==> config.mk <==
export PLATFORM = sky130hd
export DESIGN_NAME = module_enable_config_control
export DESIGN_NICKNAME = d
export VERILOG_FILES = /design/src/design/module_enable_pkg.sv /design/src/design/enable_if.sv /design/src/design/enable_calc.sv /design/src/design/runtime_decode.sv /design/src/design/module_enable_config_control.sv
export SDC_FILE = /design/constraint.sdc
export NUM_CORES = 2
export LEC_CHECK = 0
export BUFFER_PORTS_ARGS = -buffer_cell sky130_fd_sc_hd__buf_2
export CORE_MARGIN = 3
export CORE_UTILIZATION = 40
export CTS_CLUSTER_DIAMETER = 80
export DETAILED_ROUTE_END_ITERATION = 12
export PLACE_DENSITY = 0.62
export SYNTH_ARGS = -nofsm -noshare
export SYNTH_HDL_FRONTEND = slang
export SYNTH_SLANG_ARGS = --single-unit
export TNS_END_PERCENT = 5
==> constraint.sdc <==
create_clock -name core_clk -period 3.26 [get_ports core_clk]
set_input_delay 0.652 -clock core_clk [delete_from_list [all_inputs] [get_ports core_clk]]
set_output_delay 0.652 -clock core_clk [all_outputs]
set_load 0.05 [all_outputs]
==> src/design/module_enable_pkg.sv <==
// Constants shared by the logical device configuration and enable logic
package module_enable_pkg;
   // ****************************************
   // Logical devices
   // ****************************************
   localparam int NDEV = 9;
   localparam logic [3:0] LD_FLOPPY = 4'h0;
   localparam logic [3:0] LD_KEYBOARD = 4'h4;
   localparam logic [3:0] LD_WAKEUP = 4'h8;
   localparam logic [8:0] HOST_FD_MASK = 9'h00f;
   localparam logic [8:0] WAKE_FD_MASK = 9'h01f;
   localparam logic [8:0] SER_FD_MASK = 9'h01f;
   localparam logic [8:0] VSB_MASK = 9'h1e0;
   // ****************************************
   // Host configuration space
   // ****************************************
   localparam logic [15:0] CFG_PORT_LOW = 16'h002e;
   localparam logic [15:0] CFG_PORT_HIGH = 16'h004e;
   localparam logic [7:0] IDX_LDN = 8'h07;
   localparam logic [7:0] IDX_PART = 8'h20;
   localparam logic [7:0] IDX_CFG_ONE = 8'h21;
   localparam logic [7:0] IDX_HOST_FD = 8'h26;
   localparam logic [7:0] IDX_REV = 8'h27;
   localparam logic [7:0] IDX_WAKE_FD = 8'h2a;
   localparam logic [7:0] IDX_ACT = 8'h30;
   localparam logic [7:0] IDX_BASE0_HI = 8'h60;
   localparam logic [7:0] IDX_BASE0_LO = 8'h61;
   localparam logic [7:0] IDX_BASE1_HI = 8'h62;
   localparam logic [7:0] IDX_BASE1_LO = 8'h63;
   localparam logic [7:0] IDX_IRQ = 8'h70;
   localparam logic [7:0] IDX_IRQ_TYPE = 8'h71;
   localparam logic [7:0] IDX_DMA0 = 8'h74;
   localparam logic [7:0] IDX_DMA1 = 8'h75;
   localparam logic [7:0] IDX_VENDOR = 8'hf0;
   localparam int ACT_BIT = 0;
   localparam int GLOB_EN_BIT = 0;
   localparam int HFD_LOCK_BIT = 7;
   // ****************************************
   // Serial-bus side registers
   // ****************************************
   localparam logic [7:0] EC_ALOCK_ONE = 8'h00;
   localparam logic [7:0] EC_ALOCK_TWO = 8'h01;
   localparam logic [7:0] EC_SER_FD = 8'h02;
   localparam logic [7:0] EC_LOCK_CTRL = 8'h03;
   localparam logic [7:0] EC_STATUS = 8'h04;
   localparam int LRS_BIT = 0;
   localparam int UNLOCK_FD_BIT = 1;
   localparam int VIOL_BIT = 0;
   // ****************************************
   // Reset values and decoding
   // ****************************************
   localparam logic [7:0] DMA_NONE = 8'h04;
   localparam logic GLOB_EN_RST = 1'b1;
   localparam int RT_SPAN_BITS = 3;
endpackage : module_enable_pkg

==> src/design/enable_if.sv <==
// Enable inputs and results passed between the top and the enable calculator
`timescale 1ns/1ps
interface enable_if;
   logic [8:0] act;
   logic [8:0] host_fd;
   logic [8:0] wake_fd;
   logic glob_en;
   logic [8:0] alock;
   logic [8:0] ser_fd;
   logic [8:0] enable;
   modport calc (input act, input host_fd, input wake_fd, input glob_en,
      input alock, input ser_fd, output enable);
   modport top (output act, output host_fd, output wake_fd, output glob_en,
      output alock, output ser_fd, input enable);
endinterface : enable_if

==> src/design/enable_calc.sv <==
// Per-module enable from the host path or the embedded-controller path
`timescale 1ns/1ps
module enable_calc (
   enable_if.calc en
);
   logic [8:0] host_en;
   logic [8:0] ec_en;

   always_comb
   begin
      host_en = en.act & ~(en.host_fd & module_enable_pkg::HOST_FD_MASK)
         & ~(en.wake_fd & module_enable_pkg::WAKE_FD_MASK) & {9{en.glob_en}};
      ec_en = ~(en.ser_fd & module_enable_pkg::SER_FD_MASK);
      en.enable = (en.alock & ec_en) | (~en.alock & host_en);
   end
endmodule : enable_calc

==> src/design/runtime_decode.sv <==
// Matches a host I/O address against each device's runtime windows
`timescale 1ns/1ps
module runtime_decode (
   input wire logic [15:0] addr,
   input wire logic [8:0][15:0] base0,
   input wire logic [8:0][15:0] base1,
   output logic [8:0] match
);
   localparam int HB = module_enable_pkg::RT_SPAN_BITS;

   // A zero base means no window is assigned
   function automatic logic in_window(input logic [15:0] a, input logic [15:0] b);
      return (b != 16'h0000) && (a[15:HB] == b[15:HB]);
   endfunction : in_window

   always_comb
   begin
      for (int i = 0; i < module_enable_pkg::NDEV; i++)
      begin
         match[i] = in_window(addr, base0[i]) | in_window(addr, base1[i]);
      end
   end
endmodule : runtime_decode

==> src/design/module_enable_config_control.sv <==
// Logical device configuration space, reset defaults and module enable control
`timescale 1ns/1ps
module module_enable_config_control #(
   parameter logic [7:0] PART_ID = 8'h5a, // Arbitrary value
   parameter logic [7:0] REV_ID = 8'h01 // Arbitrary value
) (
   input wire logic core_clk,
   input wire logic rst_n,
   input wire logic standby_rst_n,
   input wire logic host_soft_reset,
   input wire logic config_base_strap,
   input wire logic host_io_req,
   input wire logic host_io_write,
   input wire logic [15:0] host_io_addr,
   input wire logic [7:0] host_io_wdata,
   output logic host_io_sync,
   output logic [7:0] host_io_rdata,
   output logic [8:0] runtime_sel,
   input wire logic ec_req,
   input wire logic ec_write,
   input wire logic ec_cfg,
   input wire logic [3:0] ec_ldn,
   input wire logic [7:0] ec_index,
   input wire logic [7:0] ec_wdata,
   output logic ec_ready,
   output logic ec_ack,
   output logic [7:0] ec_rdata,
   output logic [8:0] module_enable,
   output logic [8:0] module_clk_en,
   output logic [8:0][3:0] irq_assign,
   output logic [8:0][2:0] dma_assign,
   output logic expansion_external_irq_en,
   output logic legacy_reset,
   output logic lock_violation_flag
);
   typedef struct packed {
      logic [7:0] index;
      logic [3:0] ldn;
      logic [8:0] act;
      logic [8:0][15:0] base0;
      logic [8:0][15:0] base1;
      logic [8:0][7:0] irq;
      logic [8:0][7:0] irq_type;
      logic [8:0][7:0] dma0;
      logic [8:0][7:0] dma1;
      logic [8:0][7:0] vendor;
      logic glob_en;
      logic [7:0] host_fd;
      logic [7:0] wake_fd;
      logic [15:0] cfg_base;
      logic [8:0] alock;
      logic [7:0] ser_fd;
      logic lrs;
      logic viol;
      logic sync;
      logic [7:0] rdata;
      logic [8:0] rt_sel;
      logic ack;
      logic [7:0] ec_rdata;
      logic legacy_rst;
   } state_s;

   state_s q;
   state_s next_q;
   logic [8:0] match;
   logic [8:0] enable;
   enable_if en ();

   // ****************************************
   // Submodules
   // ****************************************
   assign en.act = q.act;
   assign en.host_fd = {1'b0, q.host_fd};
   assign en.wake_fd = {1'b0, q.wake_fd};
   assign en.glob_en = q.glob_en;
   assign en.alock = q.alock;
   assign en.ser_fd = {1'b0, q.ser_fd};
   assign enable = en.enable;

   enable_calc u_calc (
      .en(en.calc)
   );

   runtime_decode u_decode (
      .addr(host_io_addr),
      .base0(q.base0),
      .base1(q.base1),
      .match(match)
   );

   // ****************************************
   // Configuration space access
   // ****************************************
   function automatic logic [7:0] cfg_read(input state_s s, input logic [3:0] ld,
      input logic [7:0] idx);
      logic [7:0] r;
      r = 8'h00;
      case (idx)
         module_enable_pkg::IDX_LDN: r = {4'h0, ld};
         module_enable_pkg::IDX_PART: r = PART_ID;
         module_enable_pkg::IDX_REV: r = REV_ID;
         module_enable_pkg::IDX_CFG_ONE: r = {7'h00, s.glob_en};
         module_enable_pkg::IDX_HOST_FD: r = s.host_fd;
         module_enable_pkg::IDX_WAKE_FD: r = s.wake_fd;
         module_enable_pkg::IDX_ACT: r = {7'h00, s.act[ld]};
         module_enable_pkg::IDX_BASE0_HI: r = s.base0[ld][15:8];
         module_enable_pkg::IDX_BASE0_LO: r = s.base0[ld][7:0];
         module_enable_pkg::IDX_BASE1_HI: r = s.base1[ld][15:8];
         module_enable_pkg::IDX_BASE1_LO: r = s.base1[ld][7:0];
         module_enable_pkg::IDX_IRQ: r = s.irq[ld];
         module_enable_pkg::IDX_IRQ_TYPE: r = s.irq_type[ld];
         module_enable_pkg::IDX_DMA0: r = s.dma0[ld];
         module_enable_pkg::IDX_DMA1: r = s.dma1[ld];
         module_enable_pkg::IDX_VENDOR: r = s.vendor[ld];
         default: r = 8'h00;
      endcase
      return r;
   endfunction : cfg_read

   // Both buses write through here; reads and writes ignore activation state
   function automatic state_s cfg_write(input state_s s, input logic [3:0] ld,
      input logic [7:0] idx, input logic [7:0] d);
      state_s r;
      r = s;
      case (idx)
         module_enable_pkg::IDX_CFG_ONE: r.glob_en = d[module_enable_pkg::GLOB_EN_BIT];
         module_enable_pkg::IDX_HOST_FD:
         begin
            if (!s.host_fd[module_enable_pkg::HFD_LOCK_BIT])
            begin
               r.host_fd = d;
            end
         end
         module_enable_pkg::IDX_WAKE_FD: r.wake_fd = d;
         module_enable_pkg::IDX_ACT: r.act[ld] = d[module_enable_pkg::ACT_BIT];
         module_enable_pkg::IDX_BASE0_HI: r.base0[ld][15:8] = d;
         module_enable_pkg::IDX_BASE0_LO: r.base0[ld][7:0] = d;
         module_enable_pkg::IDX_BASE1_HI: r.base1[ld][15:8] = d;
         module_enable_pkg::IDX_BASE1_LO: r.base1[ld][7:0] = d;
         module_enable_pkg::IDX_IRQ: r.irq[ld] = d;
         module_enable_pkg::IDX_IRQ_TYPE: r.irq_type[ld] = d;
         module_enable_pkg::IDX_DMA0: r.dma0[ld] = d;
         module_enable_pkg::IDX_DMA1: r.dma1[ld] = d;
         module_enable_pkg::IDX_VENDOR: r.vendor[ld] = d;
         default: r = s;
      endcase
      return r;
   endfunction : cfg_write

   // Standard registers back to defaults, activation cleared
   function automatic state_s soft_defaults(input state_s s);
      state_s r;
      r = s;
      r.act = '0;
      r.base0 = '0;
      r.base1 = '0;
      r.irq = '0;
      r.irq_type = '0;
      r.dma0 = {9{module_enable_pkg::DMA_NONE}};
      r.dma1 = {9{module_enable_pkg::DMA_NONE}};
      r.vendor = '0;
      r.legacy_rst = 1'b1;
      return r;
   endfunction : soft_defaults

   // ****************************************
   // State update
   // ****************************************
   always_comb
   begin
      next_q = q;
      next_q.sync = 1'b0;
      next_q.rt_sel = '0;
      next_q.ack = 1'b0;
      next_q.legacy_rst = 1'b0;
      if (host_io_req)
      begin
         if (host_io_addr == q.cfg_base)
         begin
            next_q.sync = 1'b1;
            next_q.rdata = q.index;
            if (host_io_write)
            begin
               next_q.index = host_io_wdata;
            end
         end
         else if (host_io_addr == q.cfg_base + 16'h0001)
         begin
            next_q.sync = 1'b1;
            next_q.rdata = cfg_read(q, q.ldn, q.index);
            if (host_io_write && q.index == module_enable_pkg::IDX_LDN)
            begin
               next_q.ldn = host_io_wdata[3:0];
            end
            else if (host_io_write
               && !(q.alock[q.ldn] && q.index >= module_enable_pkg::IDX_ACT))
            begin
               next_q = cfg_write(next_q, q.ldn, q.index, host_io_wdata);
            end
         end
         else
         begin
            // Locked modules answer no cycle; disabled ones stay silent too
            next_q.rt_sel = match & enable & ~q.alock;
            if ((match & q.alock) != '0)
            begin
               next_q.viol = 1'b1;
            end
         end
      end
      // Controller side is stalled while the host has any I/O request pending, read or write
      if (ec_req && !host_io_req)
      begin
         next_q.ack = 1'b1;
         next_q.ec_rdata = 8'h00;
         if (ec_cfg)
         begin
            next_q.ec_rdata = cfg_read(q, ec_ldn, ec_index);
            if (ec_write)
            begin
               next_q = cfg_write(next_q, ec_ldn, ec_index, ec_wdata);
            end
         end
         else
         begin
            case (ec_index)
               module_enable_pkg::EC_ALOCK_ONE:
               begin
                  next_q.ec_rdata = q.alock[7:0];
                  if (ec_write)
                  begin
                     next_q.alock[7:0] = ec_wdata;
                  end
               end
               module_enable_pkg::EC_ALOCK_TWO:
               begin
                  next_q.ec_rdata = {7'h00, q.alock[8]};
                  if (ec_write)
                  begin
                     next_q.alock[8] = ec_wdata[0];
                  end
               end
               module_enable_pkg::EC_SER_FD:
               begin
                  next_q.ec_rdata = q.ser_fd;
                  if (ec_write)
                  begin
                     next_q.ser_fd = ec_wdata;
                  end
               end
               module_enable_pkg::EC_LOCK_CTRL:
               begin
                  next_q.ec_rdata = {7'h00, q.lrs};
                  if (ec_write)
                  begin
                     next_q.lrs = ec_wdata[module_enable_pkg::LRS_BIT];
                     if (ec_wdata[module_enable_pkg::UNLOCK_FD_BIT])
                     begin
                        next_q.host_fd[module_enable_pkg::HFD_LOCK_BIT] = 1'b0;
                     end
                  end
               end
               module_enable_pkg::EC_STATUS:
               begin
                  next_q.ec_rdata = {7'h00, q.viol};
                  // A violation in the same cycle keeps the flag set
                  if (ec_write && ec_wdata[module_enable_pkg::VIOL_BIT]
                     && !(next_q.viol && !q.viol))
                  begin
                     next_q.viol = 1'b0;
                  end
               end
               default: next_q.ec_rdata = 8'h00;
            endcase
         end
      end
      if (!rst_n)
      begin
         next_q = soft_defaults(next_q);
         next_q.index = 8'h00;
         next_q.ldn = 4'h0;
         next_q.glob_en = module_enable_pkg::GLOB_EN_RST;
         next_q.wake_fd = 8'h00;
         next_q.sync = 1'b0;
         next_q.rt_sel = '0;
         next_q.rdata = 8'h00;
         next_q.cfg_base = config_base_strap ? module_enable_pkg::CFG_PORT_HIGH
            : module_enable_pkg::CFG_PORT_LOW;
         next_q.host_fd = 8'h00;
         if (q.lrs)
         begin
            // Lock survives a main reset when the standby reset owns it
            next_q.host_fd = q.host_fd & (8'h01 << module_enable_pkg::HFD_LOCK_BIT);
         end
         if (!q.lrs)
         begin
            next_q.host_fd[module_enable_pkg::HFD_LOCK_BIT] = 1'b0;
         end
      end
      else if (host_soft_reset)
      begin
         next_q = soft_defaults(next_q);
      end
      if (!standby_rst_n)
      begin
         next_q.alock = '0;
         next_q.ser_fd = 8'h00;
         next_q.lrs = 1'b0;
         next_q.viol = 1'b0;
         next_q.ack = 1'b0;
         next_q.ec_rdata = 8'h00;
         if (q.lrs)
         begin
            next_q.host_fd[module_enable_pkg::HFD_LOCK_BIT] = 1'b0;
         end
      end
   end

   always_ff @(posedge core_clk)
   begin
      q <= next_q;
   end

   // ****************************************
   // Outputs
   // ****************************************
   assign host_io_sync = q.sync;
   assign host_io_rdata = q.rdata;
   assign runtime_sel = q.rt_sel;
   assign ec_ready = !host_io_req;
   assign ec_ack = q.ack;
   assign ec_rdata = q.ec_rdata;
   assign module_enable = enable;
   assign legacy_reset = q.legacy_rst;
   assign lock_violation_flag = q.viol;
   // Not owned by the expansion-bus device, so never gated
   assign expansion_external_irq_en = 1'b1;

   always_comb
   begin
      module_clk_en = enable | module_enable_pkg::VSB_MASK;
      for (int i = 0; i < module_enable_pkg::NDEV; i++)
      begin
         irq_assign[i] = enable[i] ? q.irq[i][3:0] : 4'h0;
         dma_assign[i] = enable[i] ? q.dma0[i][2:0] : module_enable_pkg::DMA_NONE[2:0];
      end
   end
endmodule : module_enable_config_control

==> qor.yml <==
layout:
  fin_cells: 7872
  num-fill-cells: 11563
  drive_gt1_share_pct: 27.77
  syn2layout_area_growth_pct: 26.97
  layout.nets: 6225
  mostFrequentLayoutCells: "buf_4, dfxtp_1, mux2i_1, a21oi_1, o21ai_0"
  final_common_cell: "buf_4"
clock_tree:
  hold_buffers: 0
  htreeDepth: 3
  clk_pin_slew_ns: 0.06
  ctsLongestPathBuffers: 3
  cts_made_buffers: 92
  cts.sinks: 735
  clockRootBuffer: "clkbuf_16"
  clkLatencyLatePin_ns: 0.75
  tritoncts: "done"
power_and_ir_drop:
  swShare_pct: 28.81
  powerDensity_nw_per_um2: 354.2
  p_int_mw: 15.60
  combPwrFrac_pct: 10.3
  pwr-share-seq_pct: 41.1
  p_sw_mw: 6.316
  peakVddDrop_v: 0.0004264
  p_leak_nw: 23.23
  clock_power_share_pct: 48.6
drt:
  vias_per_cell: 7.084
  first_pass_iters: 7
  first_iter_violations: 10480
  drt.antenna.violating_nets: 0
  num_vias: 55768
  wl_per_cell_um: 42.28
  drt-total-wl_um: 332800
  drc: 0
logic_synthesis:
  yosysTopAreaCell: "dfxtp_1"
  synth_area_um2: 48740
  synth-edff-count: 2
  synth_area_leaders: "dfxtp_1, mux2i_1, mux4_2"
  synth_cells: 5449
  synth.distinct_cells: 86
  yosys_register_bits: 735
  ys_seq_area_share_pct: 30.23
  async_flop_share_pct: 0
  yosys.area.top_type_share_pct: 30.10
  synth_warnings: 0
  syn_avg_cell_area_um2: 8.946
  synth_ff_type: "dfxtp_1"
place:
  pre_cts_slack_ns: -0.4927
  dp.cells: 7685
  port_buffers: 160
  hpwlAfterDp_um: 252200
  place_congestion: 1.117
timing:
  post-route-min-period_ns: 3.269
  slew-limit-headroom_pct: 3.165
  setup_slack_ns: -0.008559
  setup_viol_count_final: 2
  maxSlewViolCount: 0
  worst_slew_pin_slew_ns: 1.447
  clock-skew-final_ns: 0.03469
  rsz0062_at_grt: "true"
  max_freq_ghz: 0.3059
  fin_crit_sh_pct: 100.3
  hold_viol_final: 0
  fin_tns_setup_ns: -0.01660
worst_setup_path:
  crit_path_start_kind: "register"
  end_kind: "register"
  arrival_ns: 3.85
  rrSetupSlack_ns: -0.009
  critPathMaxFanout: 20
  cp.required_ns: 3.84
  crit_type: "reg -> reg"
global_route:
  grt_usage_pct: 51.00
  grt_max_degree: 150
  grt_pass1_wl_um: 445800
  grt_pass1_vias: 50891
  grt-ovfl-total: 0
  antenna_found_initial: 39
floorplan:
  core_region_area_um2: 120400
  die_area_um2: 126100
  ios: 166
  die_w_um: 355.1
  rows: 127
  start_util_pct: 40.47
  die_h_um: 355.1
min_path:
  min_path_type: "in -> reg"
status:
  violations: "negative setup slack"
  status: "finished, violations left"
run:
  maxCapViolations: 0
## per-layer routing
metal	vias up	wire (µm)	track usage, %
met1	27472	127000	67.11
met5	-	354	0.3846
met2	4881	129700	69.40
met4	36	26150	31.16
met3	1157	49590	20.18
li1	22222	-	-
## final timing paths
check                                        from  cells past startpoint      to
worst max-delay path                        q[53]                     10  q[178]
worst min-delay path            config_base_strap                      2   q[52]
worst max register to register              q[53]                     10  q[178]
worst min register to register              q[29]                      2   q[29]
## power groups by stage
stage | combinational, mW | clock (mW) | sequential, mW
4_1_cts | 2.13 | 10.6 | 9.00
3_3_place_gp | 2.12 | 0 | 9.20
5_1_grt | 2.23 | 10.9 | 9.00
3_5_place_dp | 2.12 | 0 | 9.20
2_1_floorplan | 0.978 | 0 | 9.20
6_report | 2.26 | 10.7 | 9.00
## stage by stage
stage                     hold WS [ns]  instance area [µm²]  util, %  total power, mW
final                           0.2131                61890    51.38            21.92
after detailed placement        0.4782                58640    48.68            11.32
after CTS                       0.1887                61770    51.29            21.74
after global placement          0.4742                58640    48.68            11.32
after floorplan                 0.4504                48770        -            10.18
after global routing            0.2103                61840    51.34            22.17
## worst max-delay path, cell delays in order, from the launching register on
cell,delay (ns)
edfxtp_1,0.52
xnor2_1,0.26
nand4_2,0.24
or4_4,0.62
a211oi_4,0.35
buf_12,0.24
buf_4,0.18
nand3_1,0.09
buf_4,0.21
a221oi_1,0.23
o21ai_0,0.12
## flip-flops by register name (all words and copies together), names as in the netlist, 9 cells and up
signal       count
runtime_sel      9
q              663
en.act           9
en.alock         9
## repair_timing
item,in CTS,in global routing
resized for setup,12,18
setup buffers,4,0
gates cloned,0,0
setup endpoints to repair,275,34
pin swaps,1,2
## cell type report
cell class	count	area, µm²	share of cell area [%]
Clock buffer	134	2700	4.363
Timing Repair Buffer	1169	10020	16.18
Inverter	27	110.1	0.1779
Antenna cell	23	57.56	0.09299
Clock inverter	26	309.0	0.4993
Tap cell	1612	2017	3.259
Sequential cell	735	14750	23.83
Multi-Input combinational cell	4146	31940	51.60
## cells in the mapped netlist, types with 25 or more instances
master and n:
mux4_2 266, and3_1 31, nand2_1 436, mux2_2 27, a22oi_1 60, o21ai_0 464, mux2i_1 645, buf_1 40
xnor2_1 157, nor2_1 288, nor4_1 110, inv_1 25, buf_4 44, a211oi_1 36, buf_2 47, o22ai_1 67
nor3_1 75, a221oi_1 230, a31oi_1 67, nand4_1 68, a21oi_1 473, and2_1 51, clkbuf_1 411, nor2b_1 84
xor2_1 79, nand3_1 102, dfxtp_1 733
## cell families (layout without fill, tap and decap cells)
family	Yosys count	in the layout	synth area share, %
buf+inv	572	1356	4.910
simple gates	1383	1383	14.27
compound gates	1584	1584	20.19
mux	938	938	26.16
xor+xnor	236	236	4.240
other cells	1	28	0.007693
flops	735	735	30.23
Power figures use the tool's default switching activity.
